File: config.mk
export PLATFORM = sky130hd
export DESIGN_NAME = sbldc_supervisor
export DESIGN_NICKNAME = d
export VERILOG_FILES = /design/src/shared/sbldc_pkg.sv /design/src/hw/sbldc_supervisor.sv
export SDC_FILE = /design/constraint.sdc
export NUM_CORES = 2
export LEC_CHECK = 0
export BUFFER_PORTS_ARGS = -buffer_cell sky130_fd_sc_hd__buf_2
export CORE_MARGIN = 10
export CORE_UTILIZATION = 55
export DETAILED_ROUTE_END_ITERATION = 6
export PLACE_DENSITY = 0.7
export SETUP_SLACK_MARGIN = 0.05
export SKIP_LAST_GASP = 1
export SYNTH_ARGS = -nofsm -noshare
export SYNTH_HDL_FRONTEND = slang
export SYNTH_SLANG_ARGS = --single-unit
File: constraint.sdc
create_clock -name mclk_i -period 18.2 [get_ports mclk_i]
set_clock_uncertainty 0.2 [all_clocks]
set_input_delay 2.73 -clock mclk_i [delete_from_list [all_inputs] [get_ports mclk_i]]
set_output_delay 2.73 -clock mclk_i [all_outputs]
set_load 0.05 [all_outputs]
File: src/shared/sbldc_pkg.sv
package sbldc_pkg;
	// Clock and derived rates
	localparam int CLK_HZ = 200_000_000;
	localparam int TICK_HZ = 1_000_000;
	localparam int TICK_DIV = CLK_HZ / TICK_HZ;
	localparam int MON_MS = 1;
	localparam int MS_TICKS = MON_MS * TICK_HZ / 1000;
	localparam int PWM_HZ = 20_000;
	localparam int PWM_CYC = CLK_HZ / PWM_HZ;
	// Bus voltage scaling and limits
	localparam int ADC_FS_V = 111;
	localparam int ADC_MAX = 1023;
	localparam int OV_V = 28;
	localparam int UV_V = 15;
	localparam logic [9:0] OV_CODE = 10'(OV_V * ADC_MAX / ADC_FS_V);
	localparam logic [9:0] UV_CODE = 10'((UV_V * ADC_MAX + ADC_FS_V - 1) / ADC_FS_V);
	// Speed, timeout, start-up
	localparam int SPD_LIM_RPM = 3500;
	localparam int ZC_TO_MS = 50;
	localparam int POLE_PAIRS = 2;
	localparam int RPM_NUM = 60 * TICK_HZ / POLE_PAIRS;
	localparam int ALIGN_MS = 200;
	localparam int OL_STEP_MS = 20;
	localparam int OL_STEPS = 12;
	localparam int BOOT_VCMD = 48;
	localparam int VCMD_MAX = 1023;
	// Register offsets
	localparam logic [7:0] REG_CTRL = 8'h00;
	localparam logic [7:0] REG_SPDCMD = 8'h04;
	localparam logic [7:0] REG_KP = 8'h08;
	localparam logic [7:0] REG_KI = 8'h0c;
	localparam logic [7:0] REG_STATUS = 8'h10;
	localparam logic [7:0] REG_SPEED = 8'h14;
	localparam logic [7:0] REG_VCMD = 8'h18;
	localparam logic [7:0] REG_DUTY = 8'h1c;
	// Field positions
	localparam int CTRL_RUN_BIT = 0;
	localparam int CTRL_STOP_BIT = 1;
	localparam int CTRL_RESET_BIT = 2;
	localparam int CTRL_COMPL_BIT = 4;
	localparam int ST_SYS_LSB = 0;
	localparam int ST_RUN_LSB = 2;
	localparam int ST_HIZ_BIT = 4;
	localparam int ST_ERR_LSB = 8;
	// Error flag indices
	localparam int E_OC = 0;
	localparam int E_OV = 1;
	localparam int E_UV = 2;
	localparam int E_SPD = 3;
	localparam int E_ZC = 4;
	localparam int E_HALL = 5;
	localparam int N_ERR = 6;
	// Reset values
	localparam logic [15:0] SPDCMD_RST = 16'h03e8;
	localparam logic [15:0] KP_RST = 16'h0040;
	localparam logic [15:0] KI_RST = 16'h0004;
	localparam logic COMPL_RST = 1'b0;
	localparam logic [1:0] RESP_OKAY = 2'h0;
	localparam logic [1:0] RESP_SLVERR = 2'h2;
	typedef enum logic [1:0] {SBLDC_STOPPED, SBLDC_DRIVING, SBLDC_ERROR} sbldc_sys_t;
	typedef enum logic [1:0] {SBLDC_ALIGN, SBLDC_OPEN, SBLDC_SENSORLESS} sbldc_run_t;
	typedef enum logic [1:0] {SBLDC_C_IDLE, SBLDC_C_SPD, SBLDC_C_PI, SBLDC_C_DUTY} sbldc_seq_t;
endpackage

File: src/hw/sbldc_supervisor.sv
// Summary of operation
// - Timer captured per commutation; speed over revolution
// - PI on speed error gives voltage command
// - Duty from voltage command over bus voltage
// - Chop first 60 degrees, complementary option
// - Three system states, moved only by events
// - Run sequence advances only while driving
// - Operator raises stop/run/reset; device raises error
// - Back-EMF position estimate every 60 degrees
// - Open-loop stepping pulls rotor to speed
// - Alignment phase at fixed boot voltage starts the run
// - Overcurrent trip puts pins high impedance
// - Bus above 28 V each 1 ms stops
// - Bus below 15 V each 1 ms stops
// - Speed above 3500 rpm each 1 ms stops
// - No zero-cross commutation in 50 ms stops
// - Invalid virtual Hall pattern stops
// - Protection trip disables all six gates
`timescale 1ns/100ps
`default_nettype none
module sbldc_supervisor #(
	parameter int PWM_PERIOD = sbldc_pkg::PWM_CYC,
	// Clocks per timer tick; a short value compresses every ms interval
	parameter int TICK_CYC = sbldc_pkg::TICK_DIV
) (
	input wire logic mclk_i,
	input wire logic sys_rst_i,
	input wire logic [7:0] s_axi_awaddr_i,
	input wire logic s_axi_awvalid_i,
	output logic s_axi_awready_o,
	input wire logic [31:0] s_axi_wdata_i,
	input wire logic [3:0] s_axi_wstrb_i,
	input wire logic s_axi_wvalid_i,
	output logic s_axi_wready_o,
	output logic [1:0] s_axi_bresp_o,
	output logic s_axi_bvalid_o,
	input wire logic s_axi_bready_i,
	input wire logic [7:0] s_axi_araddr_i,
	input wire logic s_axi_arvalid_i,
	output logic s_axi_arready_o,
	output logic [31:0] s_axi_rdata_o,
	output logic [1:0] s_axi_rresp_o,
	output logic s_axi_rvalid_o,
	input wire logic s_axi_rready_i,
	input wire logic [9:0] vbus_code_i,
	input wire logic [2:0] virtual_hall_i,
	input wire logic overcurrent_trip_input_i,
	output logic [5:0] gate_o,
	output logic [5:0] gate_oe_o
);
	import sbldc_pkg::*;

	if (PWM_PERIOD < 2 || PWM_PERIOD > 65535) begin : g_chk
		$error("PWM_PERIOD must lie in 2..65535");
	end
	// Tick divider is eight bits wide
	if (TICK_CYC < 1 || TICK_CYC > 256) begin : g_tchk
		$error("TICK_CYC must lie in 1..256");
	end

	// Expected Hall pattern once the floating phase crosses
	function automatic logic [2:0] hall_exp(input logic [2:0] s);
		case (s)
			3'd0: hall_exp = 3'b101;
			3'd1: hall_exp = 3'b100;
			3'd2: hall_exp = 3'b110;
			3'd3: hall_exp = 3'b010;
			3'd4: hall_exp = 3'b011;
			default: hall_exp = 3'b001;
		endcase
	endfunction

	// High-side and low-side phase of each step
	function automatic logic [3:0] legs(input logic [2:0] s);
		case (s)
			3'd0: legs = {2'd0, 2'd1};
			3'd1: legs = {2'd0, 2'd2};
			3'd2: legs = {2'd1, 2'd2};
			3'd3: legs = {2'd1, 2'd0};
			3'd4: legs = {2'd2, 2'd0};
			default: legs = {2'd2, 2'd1};
		endcase
	endfunction

	// Byte-lane merge for the 16-bit registers
	function automatic logic [15:0] merge16(input logic [15:0] o, input logic [31:0] d,
			input logic [3:0] st);
		merge16 = {st[1] ? d[15:8] : o[15:8], st[0] ? d[7:0] : o[7:0]};
	endfunction

	logic [7:0] tdiv; // Clock to 1 MHz divider
	logic tick; // 1 us enable
	logic [9:0] mdiv; // Tick to 1 ms divider
	logic ms_tick; // 1 ms enable
	logic [23:0] tmr; // Free-running timer
	logic oc_s1, oc_s2, oc_s3; // Overcurrent synchroniser
	logic [2:0] hall_s1, hall_s2; // Hall synchroniser
	logic aw_hold, w_hold; // Captured write halves
	logic [7:0] aw_addr;
	logic [31:0] w_data;
	logic [3:0] w_strb;
	logic ev_run, ev_stop, ev_reset; // Operator events
	logic compl_mode; // Complementary chopping
	logic [15:0] spd_cmd, kp, ki;
	sbldc_sys_t sys_st;
	sbldc_run_t run_st;
	logic [N_ERR-1:0] trip, err_flags;
	logic hiz; // Pins released after overcurrent
	logic [2:0] step; // Conduction pattern 0..5
	logic [11:0] bcnt; // Boot phase ms counter
	logic [4:0] ol_n; // Open-loop steps taken
	logic zc_armed, dly_run, com_zc;
	logic [23:0] dly, last_com, step_per;
	logic [5:0] zc_ms; // Ms since last zero-cross switch
	logic [23:0] cap [6]; // Captures of one revolution
	logic [2:0] cptr, ncap;
	logic [23:0] rev_per;
	logic rev_ok;
	sbldc_seq_t seq;
	logic div_go;
	logic [31:0] div_num, div_den, quo;
	logic [31:0] rem;
	logic [5:0] div_cnt;
	logic [32:0] trial;
	logic [15:0] speed, vcmd, duty;
	logic signed [39:0] integ, next_integ, perr, pterm;
	logic signed [39:0] vsum;
	logic [15:0] next_vcmd;
	logic [15:0] pcnt;
	logic [5:0] next_gate;
	logic pwm_on;
	logic [31:0] rd_mux;

	// Rate dividers and free-running timer
	always_ff @(posedge mclk_i) begin
		if (sys_rst_i) begin
			tdiv <= '0;
			tick <= 1'b0;
			mdiv <= '0;
			ms_tick <= 1'b0;
			tmr <= '0;
		end else begin
			tick <= (tdiv == 8'(TICK_CYC - 1));
			tdiv <= (tdiv == 8'(TICK_CYC - 1)) ? '0 : tdiv + 8'h01;
			ms_tick <= tick && (mdiv == 10'(MS_TICKS - 1));
			if (tick) begin
				mdiv <= (mdiv == 10'(MS_TICKS - 1)) ? '0 : mdiv + 10'h001;
				tmr <= tmr + 24'h000001;
			end
		end
	end

	// Pin synchronisers; first stage feeds only the second
	always_ff @(posedge mclk_i) begin
		if (sys_rst_i) begin
			{oc_s1, oc_s2, oc_s3} <= 3'b111;
			hall_s1 <= 3'b001;
			hall_s2 <= 3'b001;
		end else begin
			oc_s1 <= overcurrent_trip_input_i;
			oc_s2 <= oc_s1;
			oc_s3 <= oc_s2;
			hall_s1 <= virtual_hall_i;
			hall_s2 <= hall_s1;
		end
	end

	// Protection checks; voltage and speed only on the 1 ms tick
	always_comb begin
		trip = '0;
		trip[E_OC] = oc_s3 && !oc_s2;
		if (sys_st == SBLDC_DRIVING && ms_tick) begin
			trip[E_OV] = (vbus_code_i > OV_CODE);
			trip[E_UV] = (vbus_code_i < UV_CODE);
		end
		if (sys_st == SBLDC_DRIVING && run_st == SBLDC_SENSORLESS) begin
			trip[E_SPD] = ms_tick && rev_ok && (speed > 16'(SPD_LIM_RPM));
			trip[E_ZC] = (zc_ms >= 6'(ZC_TO_MS));
			trip[E_HALL] = (hall_s2 == 3'b000) || (hall_s2 == 3'b111);
		end
	end

	// System state machine, moved by events only
	always_ff @(posedge mclk_i) begin
		if (sys_rst_i) begin
			sys_st <= SBLDC_STOPPED;
		end else begin
			unique case (sys_st)
				SBLDC_STOPPED: begin
					if (|trip) sys_st <= SBLDC_ERROR;
					else if (ev_run) sys_st <= SBLDC_DRIVING;
				end
				SBLDC_DRIVING: begin
					if (|trip) sys_st <= SBLDC_ERROR;
					else if (ev_stop) sys_st <= SBLDC_STOPPED;
				end
				SBLDC_ERROR: begin
					// Reset ignored while a trip is still present
					if (ev_reset && !(|trip)) sys_st <= SBLDC_STOPPED;
				end
			endcase
		end
	end

	// Sticky error flags and pin release; a new trip beats the clear
	always_ff @(posedge mclk_i) begin
		if (sys_rst_i) begin
			err_flags <= '0;
			hiz <= 1'b0;
		end else begin
			err_flags <= (ev_reset ? '0 : err_flags) | trip;
			if (trip[E_OC]) hiz <= 1'b1;
			else if (ev_reset) hiz <= 1'b0;
		end
	end

	// Run sequence and commutation
	always_ff @(posedge mclk_i) begin
		if (sys_rst_i || sys_st != SBLDC_DRIVING) begin
			run_st <= SBLDC_ALIGN;
			step <= '0;
			bcnt <= '0;
			ol_n <= '0;
			zc_armed <= 1'b0;
			dly_run <= 1'b0;
			dly <= '0;
			com_zc <= 1'b0;
			last_com <= '0;
			step_per <= '0;
			zc_ms <= '0;
		end else begin
			com_zc <= 1'b0;
			unique case (run_st)
				SBLDC_ALIGN: begin
					// Hold step 0 at low voltage to park the rotor
					if (ms_tick) bcnt <= bcnt + 12'h001;
					if (bcnt == 12'(ALIGN_MS)) begin
						run_st <= SBLDC_OPEN;
						bcnt <= '0;
						last_com <= tmr;
					end
				end
				SBLDC_OPEN: begin
					// Forced steps regardless of rotor position
					if (ms_tick) bcnt <= bcnt + 12'h001;
					if (bcnt == 12'(OL_STEP_MS)) begin
						bcnt <= '0;
						step <= (step == 3'd5) ? 3'd0 : step + 3'd1;
						step_per <= tmr - last_com;
						last_com <= tmr;
						ol_n <= ol_n + 5'h01;
						if (ol_n == 5'(OL_STEPS - 1)) begin
							run_st <= SBLDC_SENSORLESS;
							zc_armed <= 1'b1;
						end
					end
				end
				SBLDC_SENSORLESS: begin
					if (ms_tick) zc_ms <= zc_ms + 6'h01;
					if (zc_armed && hall_s2 == hall_exp(step)) begin
						// Zero-cross seen; switch 30 degrees later
						zc_armed <= 1'b0;
						dly_run <= 1'b1;
						dly <= {1'b0, step_per[23:1]};
					end else if (dly_run && tick) begin
						if (dly == '0) begin
							dly_run <= 1'b0;
							zc_armed <= 1'b1;
							step <= (step == 3'd5) ? 3'd0 : step + 3'd1;
							step_per <= tmr - last_com;
							last_com <= tmr;
							com_zc <= 1'b1;
							zc_ms <= '0;
						end else begin
							dly <= dly - 24'h000001;
						end
					end
				end
				default: run_st <= SBLDC_ALIGN;
			endcase
		end
	end

	// Capture ring: period of one electrical revolution
	always_ff @(posedge mclk_i) begin
		if (sys_rst_i || run_st != SBLDC_SENSORLESS) begin
			cptr <= '0;
			ncap <= '0;
			rev_per <= '0;
			rev_ok <= 1'b0;
			for (int i = 0; i < 6; i++) cap[i] <= '0;
		end else if (com_zc) begin
			rev_per <= tmr - cap[cptr];
			rev_ok <= (ncap == 3'd6);
			cap[cptr] <= tmr;
			cptr <= (cptr == 3'd5) ? 3'd0 : cptr + 3'd1;
			if (ncap != 3'd6) ncap <= ncap + 3'd1;
		end
	end

	// Shared restoring divider, 32 cycles per quotient
	assign trial = {rem, quo[31]} - {1'b0, div_den};
	always_ff @(posedge mclk_i) begin
		if (sys_rst_i) begin
			rem <= '0;
			quo <= '0;
			div_cnt <= '0;
		end else if (div_go) begin
			rem <= '0;
			quo <= div_num;
			div_cnt <= 6'd32;
		end else if (div_cnt != '0) begin
			rem <= trial[32] ? {rem[30:0], quo[31]} : trial[31:0];
			quo <= {quo[30:0], !trial[32]};
			div_cnt <= div_cnt - 6'd1;
		end
	end

	// PI arithmetic in Q8
	always_comb begin
		perr = 40'(signed'({1'b0, spd_cmd})) - 40'(signed'({1'b0, speed}));
		pterm = perr * 40'(signed'({1'b0, kp}));
		next_integ = integ + perr * 40'(signed'({1'b0, ki}));
		if (next_integ < 0) next_integ = '0;
		if (next_integ > 40'(VCMD_MAX * 256)) next_integ = 40'(VCMD_MAX * 256);
		vsum = (pterm >>> 8) + (next_integ >>> 8);
		if (vsum < 0) next_vcmd = '0;
		else if (vsum > 40'(VCMD_MAX)) next_vcmd = 16'(VCMD_MAX);
		else next_vcmd = vsum[15:0];
	end

	// Control sequence on each 1 ms tick
	always_ff @(posedge mclk_i) begin
		if (sys_rst_i || sys_st != SBLDC_DRIVING) begin
			seq <= SBLDC_C_IDLE;
			div_go <= 1'b0;
			div_num <= '0;
			div_den <= 32'h00000001;
			speed <= '0;
			vcmd <= '0;
			duty <= '0;
			integ <= 40'(BOOT_VCMD * 256); // Bumpless hand-over
		end else begin
			div_go <= 1'b0;
			unique case (seq)
				SBLDC_C_IDLE: begin
					if (ms_tick && run_st == SBLDC_SENSORLESS && rev_ok) begin
						div_num <= 32'(RPM_NUM);
						div_den <= {8'h00, rev_per};
						div_go <= 1'b1;
						seq <= SBLDC_C_SPD;
					end else if (ms_tick) begin
						seq <= SBLDC_C_PI;
					end
				end
				SBLDC_C_SPD: begin
					if (!div_go && div_cnt == '0) begin
						speed <= (quo > 32'h0000ffff) ? 16'hffff : quo[15:0];
						seq <= SBLDC_C_PI;
					end
				end
				SBLDC_C_PI: begin
					if (run_st == SBLDC_SENSORLESS && rev_ok) begin
						integ <= next_integ;
						vcmd <= next_vcmd;
						div_num <= 32'(next_vcmd) * 32'(PWM_PERIOD);
					end else begin
						vcmd <= 16'(BOOT_VCMD);
						div_num <= 32'(BOOT_VCMD) * 32'(PWM_PERIOD);
					end
					div_den <= {22'h0, vbus_code_i};
					div_go <= 1'b1;
					seq <= SBLDC_C_DUTY;
				end
				SBLDC_C_DUTY: begin
					if (!div_go && div_cnt == '0) begin
						// Never past the period
						duty <= (quo > 32'(PWM_PERIOD)) ? 16'(PWM_PERIOD) : quo[15:0];
						seq <= SBLDC_C_IDLE;
					end
				end
			endcase
		end
	end

	// PWM carrier
	always_ff @(posedge mclk_i) begin
		if (sys_rst_i) pcnt <= '0;
		else pcnt <= (pcnt == 16'(PWM_PERIOD - 1)) ? '0 : pcnt + 16'h0001;
	end
	assign pwm_on = (pcnt < duty);

	// Gate pattern: even steps chop high side, odd steps low side
	always_comb begin
		logic [3:0] lg;
		logic [1:0] hp, lp;
		lg = legs(step);
		hp = lg[3:2];
		lp = lg[1:0];
		next_gate = '0;
		if (!step[0]) begin
			next_gate[{hp, 1'b0}] = pwm_on;
			next_gate[{lp, 1'b1}] = 1'b1;
			if (compl_mode) next_gate[{hp, 1'b1}] = !pwm_on;
		end else begin
			next_gate[{hp, 1'b0}] = 1'b1;
			next_gate[{lp, 1'b1}] = pwm_on;
			if (compl_mode) next_gate[{lp, 1'b0}] = !pwm_on;
		end
	end

	// Output stage; off outside driving, released on overcurrent
	always_ff @(posedge mclk_i) begin
		if (sys_rst_i) begin
			gate_o <= '0;
			gate_oe_o <= '1;
		end else begin
			gate_oe_o <= (hiz || trip[E_OC]) ? '0 : '1;
			if (hiz || trip[E_OC] || |trip || sys_st != SBLDC_DRIVING) gate_o <= '0;
			else gate_o <= next_gate;
		end
	end

	// Register read mux
	always_comb begin
		rd_mux = '0;
		case (s_axi_araddr_i)
			REG_CTRL: rd_mux[CTRL_COMPL_BIT] = compl_mode;
			REG_SPDCMD: rd_mux[15:0] = spd_cmd;
			REG_KP: rd_mux[15:0] = kp;
			REG_KI: rd_mux[15:0] = ki;
			REG_STATUS: begin
				rd_mux[ST_SYS_LSB +: 2] = sys_st;
				rd_mux[ST_RUN_LSB +: 2] = run_st;
				rd_mux[ST_HIZ_BIT] = hiz;
				rd_mux[ST_ERR_LSB +: N_ERR] = err_flags;
			end
			REG_SPEED: rd_mux[15:0] = speed;
			REG_VCMD: rd_mux[15:0] = vcmd;
			REG_DUTY: rd_mux[15:0] = duty;
			default: rd_mux = '0;
		endcase
	end

	// AXI4-Lite write channel and writable registers
	always_ff @(posedge mclk_i) begin
		if (sys_rst_i) begin
			s_axi_awready_o <= 1'b1;
			s_axi_wready_o <= 1'b1;
			s_axi_bvalid_o <= 1'b0;
			s_axi_bresp_o <= RESP_OKAY;
			{aw_hold, w_hold} <= 2'b00;
			aw_addr <= '0;
			w_data <= '0;
			w_strb <= '0;
			{ev_run, ev_stop, ev_reset} <= 3'b000;
			compl_mode <= COMPL_RST;
			spd_cmd <= SPDCMD_RST;
			kp <= KP_RST;
			ki <= KI_RST;
		end else begin
			{ev_run, ev_stop, ev_reset} <= 3'b000;
			if (s_axi_awvalid_i && s_axi_awready_o) begin
				aw_addr <= s_axi_awaddr_i;
				aw_hold <= 1'b1;
				s_axi_awready_o <= 1'b0;
			end
			if (s_axi_wvalid_i && s_axi_wready_o) begin
				w_data <= s_axi_wdata_i;
				w_strb <= s_axi_wstrb_i;
				w_hold <= 1'b1;
				s_axi_wready_o <= 1'b0;
			end
			if (aw_hold && w_hold && !s_axi_bvalid_o) begin
				{aw_hold, w_hold} <= 2'b00;
				s_axi_bvalid_o <= 1'b1;
				s_axi_bresp_o <= RESP_OKAY;
				case (aw_addr)
					REG_CTRL: begin
						if (w_strb[0]) begin
							ev_run <= w_data[CTRL_RUN_BIT];
							ev_stop <= w_data[CTRL_STOP_BIT];
							ev_reset <= w_data[CTRL_RESET_BIT];
							compl_mode <= w_data[CTRL_COMPL_BIT];
						end
					end
					REG_SPDCMD: spd_cmd <= merge16(spd_cmd, w_data, w_strb);
					REG_KP: kp <= merge16(kp, w_data, w_strb);
					REG_KI: ki <= merge16(ki, w_data, w_strb);
					default: s_axi_bresp_o <= RESP_SLVERR;
				endcase
			end
			if (s_axi_bvalid_o && s_axi_bready_i) begin
				s_axi_bvalid_o <= 1'b0;
				s_axi_awready_o <= 1'b1;
				s_axi_wready_o <= 1'b1;
			end
		end
	end

	// AXI4-Lite read channel
	always_ff @(posedge mclk_i) begin
		if (sys_rst_i) begin
			s_axi_arready_o <= 1'b1;
			s_axi_rvalid_o <= 1'b0;
			s_axi_rdata_o <= '0;
			s_axi_rresp_o <= RESP_OKAY;
		end else if (s_axi_arvalid_i && s_axi_arready_o) begin
			s_axi_arready_o <= 1'b0;
			s_axi_rvalid_o <= 1'b1;
			s_axi_rdata_o <= rd_mux;
			s_axi_rresp_o <= (s_axi_araddr_i[1:0] == 2'b00 && s_axi_araddr_i <= REG_DUTY) ?
				RESP_OKAY : RESP_SLVERR;
		end else if (s_axi_rvalid_o && s_axi_rready_i) begin
			s_axi_rvalid_o <= 1'b0;
			s_axi_arready_o <= 1'b1;
		end
	end
endmodule
`default_nettype wire

# Yosys cells after proc, flatten, opt, wreduce, memory -nomap -nowiden
# Memory sizes are Yosys's and may differ from the RTL's. A register that Yosys moved wholly into a read port is not among the register bits.
# Cells that the tools add are included.
# totals
ff_bits	554
ramBits	144
in_bits	73
out_inout_bits	53
elab_cells	375
mem_count	1
# mem_list
name	depth	word_bits	read_ports	rd_ports_with_merged_regs	wr	line	rtl
cap	6	24	1	1	6	sbldc_supervisor.sv:115	logic [23:0] cap [6];
# classes
addsub	18
multipliers	3
order_cmp	20
n_eq_ne	51
mux	119
bitwise_logic	8
reduce_logical	89
# ops
cell	n
24-bit two-way mux	13
32-bit two-way mux	5
32-bit one-hot mux with 2 select lines	2
16-bit two-way mux	5
40-bit two-way mux	2
24-bit one-hot mux with 3 select lines	1
17-bit by 17-bit multiplier with 34-bit output	2
6-bit two-way mux	11
24-bit one-hot mux with 2 select lines	1
24-bit subtractor	2
6-bit one-hot mux with 7 select lines	1
40-bit by 34-bit adder with 40-bit output	1
40-bit by 19-bit greater-than comparator with 1-bit output (second input constant)	1
40-bit by 1-bit < comparator with 1-bit output (second input constant)	1
12-bit two-way mux	3
3-bit two-way mux	12
26-bit by 32-bit adder with 33-bit output	1
33-bit by 11-bit greater-than comparator with 1-bit output (second input constant)	1
33-bit by 1-bit < comparator with 1-bit output (second input constant)	1
3-bit AND reduction	11
33-bit by 32-bit subtractor with 33-bit output	1
8-bit by 4-bit == test with 1-bit output (second input constant)	4
8-bit by 5-bit == test with 1-bit output (second input constant)	4
32-bit by 14-bit greater-than comparator with 1-bit output (second input constant)	1
other kinds (77)	221

# Depth between registers and ports, before layout
# depth
word_depth	14
depth_mapped	83
mapped_depth_nobuf	78

# Worst setup path before layout
# No wires, ideal clock.
# synth_timing
path_kind	flip-flop to flip-flop
startpoint	register spd_cmd[0]
endpoint	register div_num[24]
setup_ns	0.116
arrival_ns	16.549
slack_ns	1.335
path_stages_with_launch	72
n_path_buf	3
period_less_slack_ns	16.865
path_cell_list	dfxtp_1 inv_1 ha_1 fa_1 nor2b_1 o21ai_0 a21boi_0 o21ai_0 a21boi_0 o21ai_0 a21boi_0 o21ai_0 a21oi_1 a41oi_1 a21boi_0 nor2_1 clkbuf_1 and2_1 [36 not listed] buf_6 o21bai_2 inv_1 fa_1 ha_1 fa_1 ha_1 inv_1 fa_1 inv_1 ha_1 a2111oi_0 o31a_1 a2111oi_0 a2111oi_0 xnor2_1 a21oi_1 nor2_1
# synth_via
elab_chain_len	14
elab_cells_between_ends	16
cone_classes	3 x add/sub; 3 x mul; 4 x order compare; 6 x mux
# synth_rtl
element	line	rtl
from (decl)	sbldc_supervisor.sv:104	logic [15:0] spd_cmd, kp, ki;
from (signal assigned)	sbldc_supervisor.sv:487	REG_SPDCMD: spd_cmd <= merge16(spd_cmd, w_data, w_strb);
16-bit by 16-bit subtractor with 17-bit output *	sbldc_supervisor.sv:321	perr = 40'(signed'({1'b0, spd_cmd})) - 40'(signed'({1'b0, speed}));
17-bit by 17-bit multiplier with 34-bit output *	sbldc_supervisor.sv:323	next_integ = integ + perr * 40'(signed'({1'b0, ki}));
40-bit by 34-bit adder with 40-bit output *	sbldc_supervisor.sv:323	
40-bit by 1-bit < comparator with 1-bit output	sbldc_supervisor.sv:324	if (next_integ < 0) next_integ = '0;
40-bit two-way mux *	sbldc_supervisor.sv:324	
40-bit by 19-bit greater-than comparator with 1-bit output	sbldc_supervisor.sv:325	if (next_integ > 40'(VCMD_MAX * 256)) next_integ = 40'(VCMD_MAX * 256);
40-bit two-way mux *	sbldc_supervisor.sv:325	
net next_integ[8]	sbldc_supervisor.sv:126	logic signed [39:0] integ, next_integ, perr, pterm;
26-bit by 32-bit adder with 33-bit output *	sbldc_supervisor.sv:326	vsum = (pterm >>> 8) + (next_integ >>> 8);
33-bit by 11-bit greater-than comparator with 1-bit output	sbldc_supervisor.sv:328	else if (vsum > 40'(VCMD_MAX)) next_vcmd = 16'(VCMD_MAX);
16-bit two-way mux	sbldc_supervisor.sv:328	
16-bit two-way mux *	sbldc_supervisor.sv:327	if (vsum < 0) next_vcmd = '0;
16-bit by 10-bit multiplier with 26-bit output *	sbldc_supervisor.sv:366	div_num <= 32'(next_vcmd) * 32'(PWM_PERIOD);
30-bit two-way mux *	sbldc_supervisor.sv:363	if (run_st == SBLDC_SENSORLESS && rev_ok) begin
32-bit one-hot mux with 2 select lines *	sbldc_supervisor.sv:345	unique case (seq)
to (signal assigned)	sbldc_supervisor.sv:348	div_num <= 32'(RPM_NUM);
to (signal assigned)	sbldc_supervisor.sv:366	
to (signal assigned)	sbldc_supervisor.sv:369	div_num <= 32'(BOOT_VCMD) * 32'(PWM_PERIOD);
to (decl)	sbldc_supervisor.sv:121	logic [31:0] div_num, div_den, quo;
# The timed path passes the listed nets; every way through them passes the cells marked *.
# A chain may end at the register's enable or synchronous reset.

# Worst setup path after layout
# Same ends and word-level chain as after synthesis.

==> results.py <==
metrics = {
    "synth": {
        "syn_area_mm2": 0.0617,
        "ys_warn_count": 0,
        "synth_edf_count": 192,
        "synth_seq_cells": 726,
        "synth_top_flop_cell": "dfxtp_1",
        "seq_area_frac_synth": 0.267,
        "synth_cell_types": 92,
        "async_flop_share": 0,
        "synthCells": 6778,
        "syn_avg_cell_area_um2": 9.11,
        "yosysMostFrequentCell": "inv_1",
        "synth.largest_area_cell": "fa_1",
        "synthTopCellsByArea": "fa_1, dfxtp_1, edfxtp_1",
        "synth_commonest_cells": "inv_1, nand2_1, fa_1, dfxtp_1, nor2_1",
        "yosysTopAreaCellShare": 0.212,
    },
    "clocking": {
        "root_buffer": "clkbuf_16",
        "clk_latency_ps": 660,
        "cts_tree": "yes",
        "cts_made_buffers": 77,
        "clockBufferDepth": 3,
        "clock-sinks": 726,
        "cts_max_level": 3,
        "clkTransAtPathRegs_ps": 60,
    },
    "route": {
        "firstDrtPassIters": 7,
        "wl_per_cell_um": 18.3,
        "via_per_inst": 5.61,
        "vias": 46900,
        "drt_iter0_markers": 3658,
        "post-route-drc-count": 4,
        "postRouteAntennaNets": 0,
        "routed_wl_mm": 153,
    },
    "worst_setup_path": {
        "reg2reg_depth": 71,
        "crit_buf_inv": 12,
        "critPathSlowestCell": "fa_1",
        "r2r-end": "div_num[24]$_SDFFE_PP0P_",
        "cpMostUsedCell": "fa_1",
        "crit_arrival_ps": 17730,
        "crit_path_end_kind": "flop",
        "max_stage_delay_ps": 560,
        "crit_fanout": 7,
        "r2r-start": "spd_cmd[0]$_SDFFE_PP0P_",
        "critPathKind": "flop to flop",
        "reg2reg_slack_ps": 800,
        "path_delay_family": "adder cells",
        "startpoint_type": "flop",
        "crit_required_ps": 18530,
    },
    "min_path": {
        "hold_depth": 1,
        "holdPathEnd": "hall_s2[0]$_SDFF_PP1_",
        "min-delay-start": "hall_s1[0]$_SDFF_PP1_",
        "hold_path.class": "flop to flop",
    },
    "layout": {
        "fillCellCount": 9523,
        "diodes": 0,
        "regArea_mm2": 0.0165,
        "area_delta_synth_final_pct": 8.86,
        "final_cells": 8358,
        "multiInputGateArea_mm2": 0.0409,
        "drive_gt1_frac": 0.0815,
        "layout.nets": 7960,
    },
    "floorplanning": {
        "fp.dieH_um": 355,
        "die_area_mm2": 0.126,
        "core_area_mm2": 0.111,
        "initial_core_util": 0.556,
        "fp-row-count": 122,
        "pin_count": 126,
        "die_w_um": 355,
    },
    "placed_design": {
        "io_buffer_count": 89,
        "dp_hpwl_mm": 115,
        "place_inst": 8206,
        "globalplace.congestion": 0.886,
    },
    "grt": {
        "grt_usage": 0.244,
        "overflow": 0,
        "grt_max_degree": 107,
        "grt_antenna_before_repair": 3,
        "grt_pass1_wl_mm": 252,
        "grt_pass1_vias": 47100,
    },
    "pwr": {
        "ir_worst_vdd_mv": 0.0927,
        "leakage_nw": 29.4,
        "p_per_area_mw_per_mm2": 62.6,
    },
    "sta": {
        "finalHoldViolCount": 0,
        "fin_crit_ps": 17400,
        "drv_slew": 0,
        "final.period_utilization": 0.956,
        "worst-slew-pin-transition_ps": 1210,
        "tns_ps": 0,
        "fmax_mhz": 57.5,
        "hold_ws_ps": 197,
        "final-setup-viol-count": 0,
        "relSlewSlack": 0.188,
    },
    "outcome": {
        "outcome": "finished, violations left",
        "failed_checks": "DRC",
    },
    "run": {
        "max_cap_viol_count": 0,
    },
}
## cell usage in the layout, fill, tap and decap left out, types with 60 or more instances in the layout
cell / instances
buf_4: 155
nor2_1: 473
nand3_1: 107
nor3_1: 106
clkbuf_16: 77
o21ai_0: 152
a22oi_1: 68
a21oi_1: 367
a21o_1: 78
ha_1: 420
nand2b_1: 71
buf_2: 88
inv_1: 954
xor2_1: 91
mux2i_1: 97
a211oi_1: 60
conb_1: 69
xnor2_1: 150
nor2b_1: 94
and2_1: 407
edfxtp_1: 192
nand2_1: 669
dfxtp_1: 530
fa_1: 652
## state kept, by name, indices dropped and copies added (netlist names), 10 cells and up, named ones only
signal / flops
pcnt: 16
rem: 32
speed: 16
bcnt: 12
quo: 32
w_data: 16
vcmd: 16
cap: 192
s_axi_rdata_o: 16
duty: 16
div_den: 24
step_per: 23
ki: 16
div_num: 26
dly: 24
last_com: 24
spd_cmd: 16
integ: 39
mdiv: 10
rev_per: 24
tmr: 24
kp: 16
## cells by family (layout without fill, tap and decap cells)
| logic type | Yosys count | after routing | synth area share |
|---|---|---|---|
| compound gates | 1050 | 1050 | 0.109 |
| simple gates | 2205 | 2205 | 0.175 |
| xor+xnor | 253 | 253 | 0.0359 |
| other cells | 2 | 69 | 0.000122 |
| mux | 149 | 149 | 0.0340 |
| flops | 726 | 726 | 0.267 |
| fa+ha+maj | 1077 | 1077 | 0.298 |
| buf+inv | 1316 | 1341 | 0.0820 |
## worst max path at each step
stage | startpoint | end | slack, ps | cells after the start
after floorplan | spd_cmd[0]$_SDFFE_PP0P_ | div_num[24]$_SDFFE_PP0P_ | 1340 | 71
after global placement | spd_cmd[0]$_SDFFE_PP0P_ | div_num[24]$_SDFFE_PP0P_ | -70 | 75
after detailed placement | spd_cmd[0]$_SDFFE_PP0P_ | div_num[24]$_SDFFE_PP0P_ | -220 | 75
after CTS | spd_cmd[0]$_SDFFE_PP0P_ | div_num[24]$_SDFFE_PP0P_ | 60 | 72
after global routing | spd_cmd[0]$_SDFFE_PP0P_ | div_num[24]$_SDFFE_PP0P_ | -70 | 74
final | spd_cmd[0]$_SDFFE_PP0P_ | div_num[24]$_SDFFE_PP0P_ | 800 | 71
## power breakdown
group / internal (mW) / switching [mW] / leakage [nW]
registers: 1.69 / 0.0435 / 6.43
logic: 0.308 / 0.479 / 21.7
clock network: 0.975 / 0.706 / 1.29
## layer usage
metal / vias to the layer above / wire [µm] / GRT usage
met4: 2 / 4400 / 0.0671
met2: 1505 / 68900 / 0.383
li1: 22200 / - / -
met3: 254 / 12100 / 0.0463
met5: - / 15 / 0
met1: 23000 / 67800 / 0.343
## repair_timing
item,CTS,global route
buffers inserted,4,9
gates resized for setup,10,59
endpoints found under the setup margin,5,10
pin swaps,2,18
hold buffers,0,0
## final cells by class
class	count	share of cell area
sequential	726	0.245
inverter	955	0.0533
timing repair buffer	247	0.0247
clock buffer	93	0.0305
tap	1488	0.0277
multi-input combinational	4803	0.609
clock inverter	46	0.00996
## stage by stage
stage | instance area (µm²) | util | power, mW | setup WS (ps)
4_1_cts | 66900 | 0.602 | 4.22 | 55.1
2_1_floorplan | 62000 | - | 2.39 | 1340
6_report | 67200 | 0.605 | 4.21 | 802
3_3_place_gp | 64100 | 0.577 | 2.52 | -74.2
5_1_grt | 67200 | 0.605 | 4.40 | -71.6
3_5_place_dp | 64100 | 0.577 | 2.54 | -218
No activity file was read; power rests on OpenSTA's default activity.
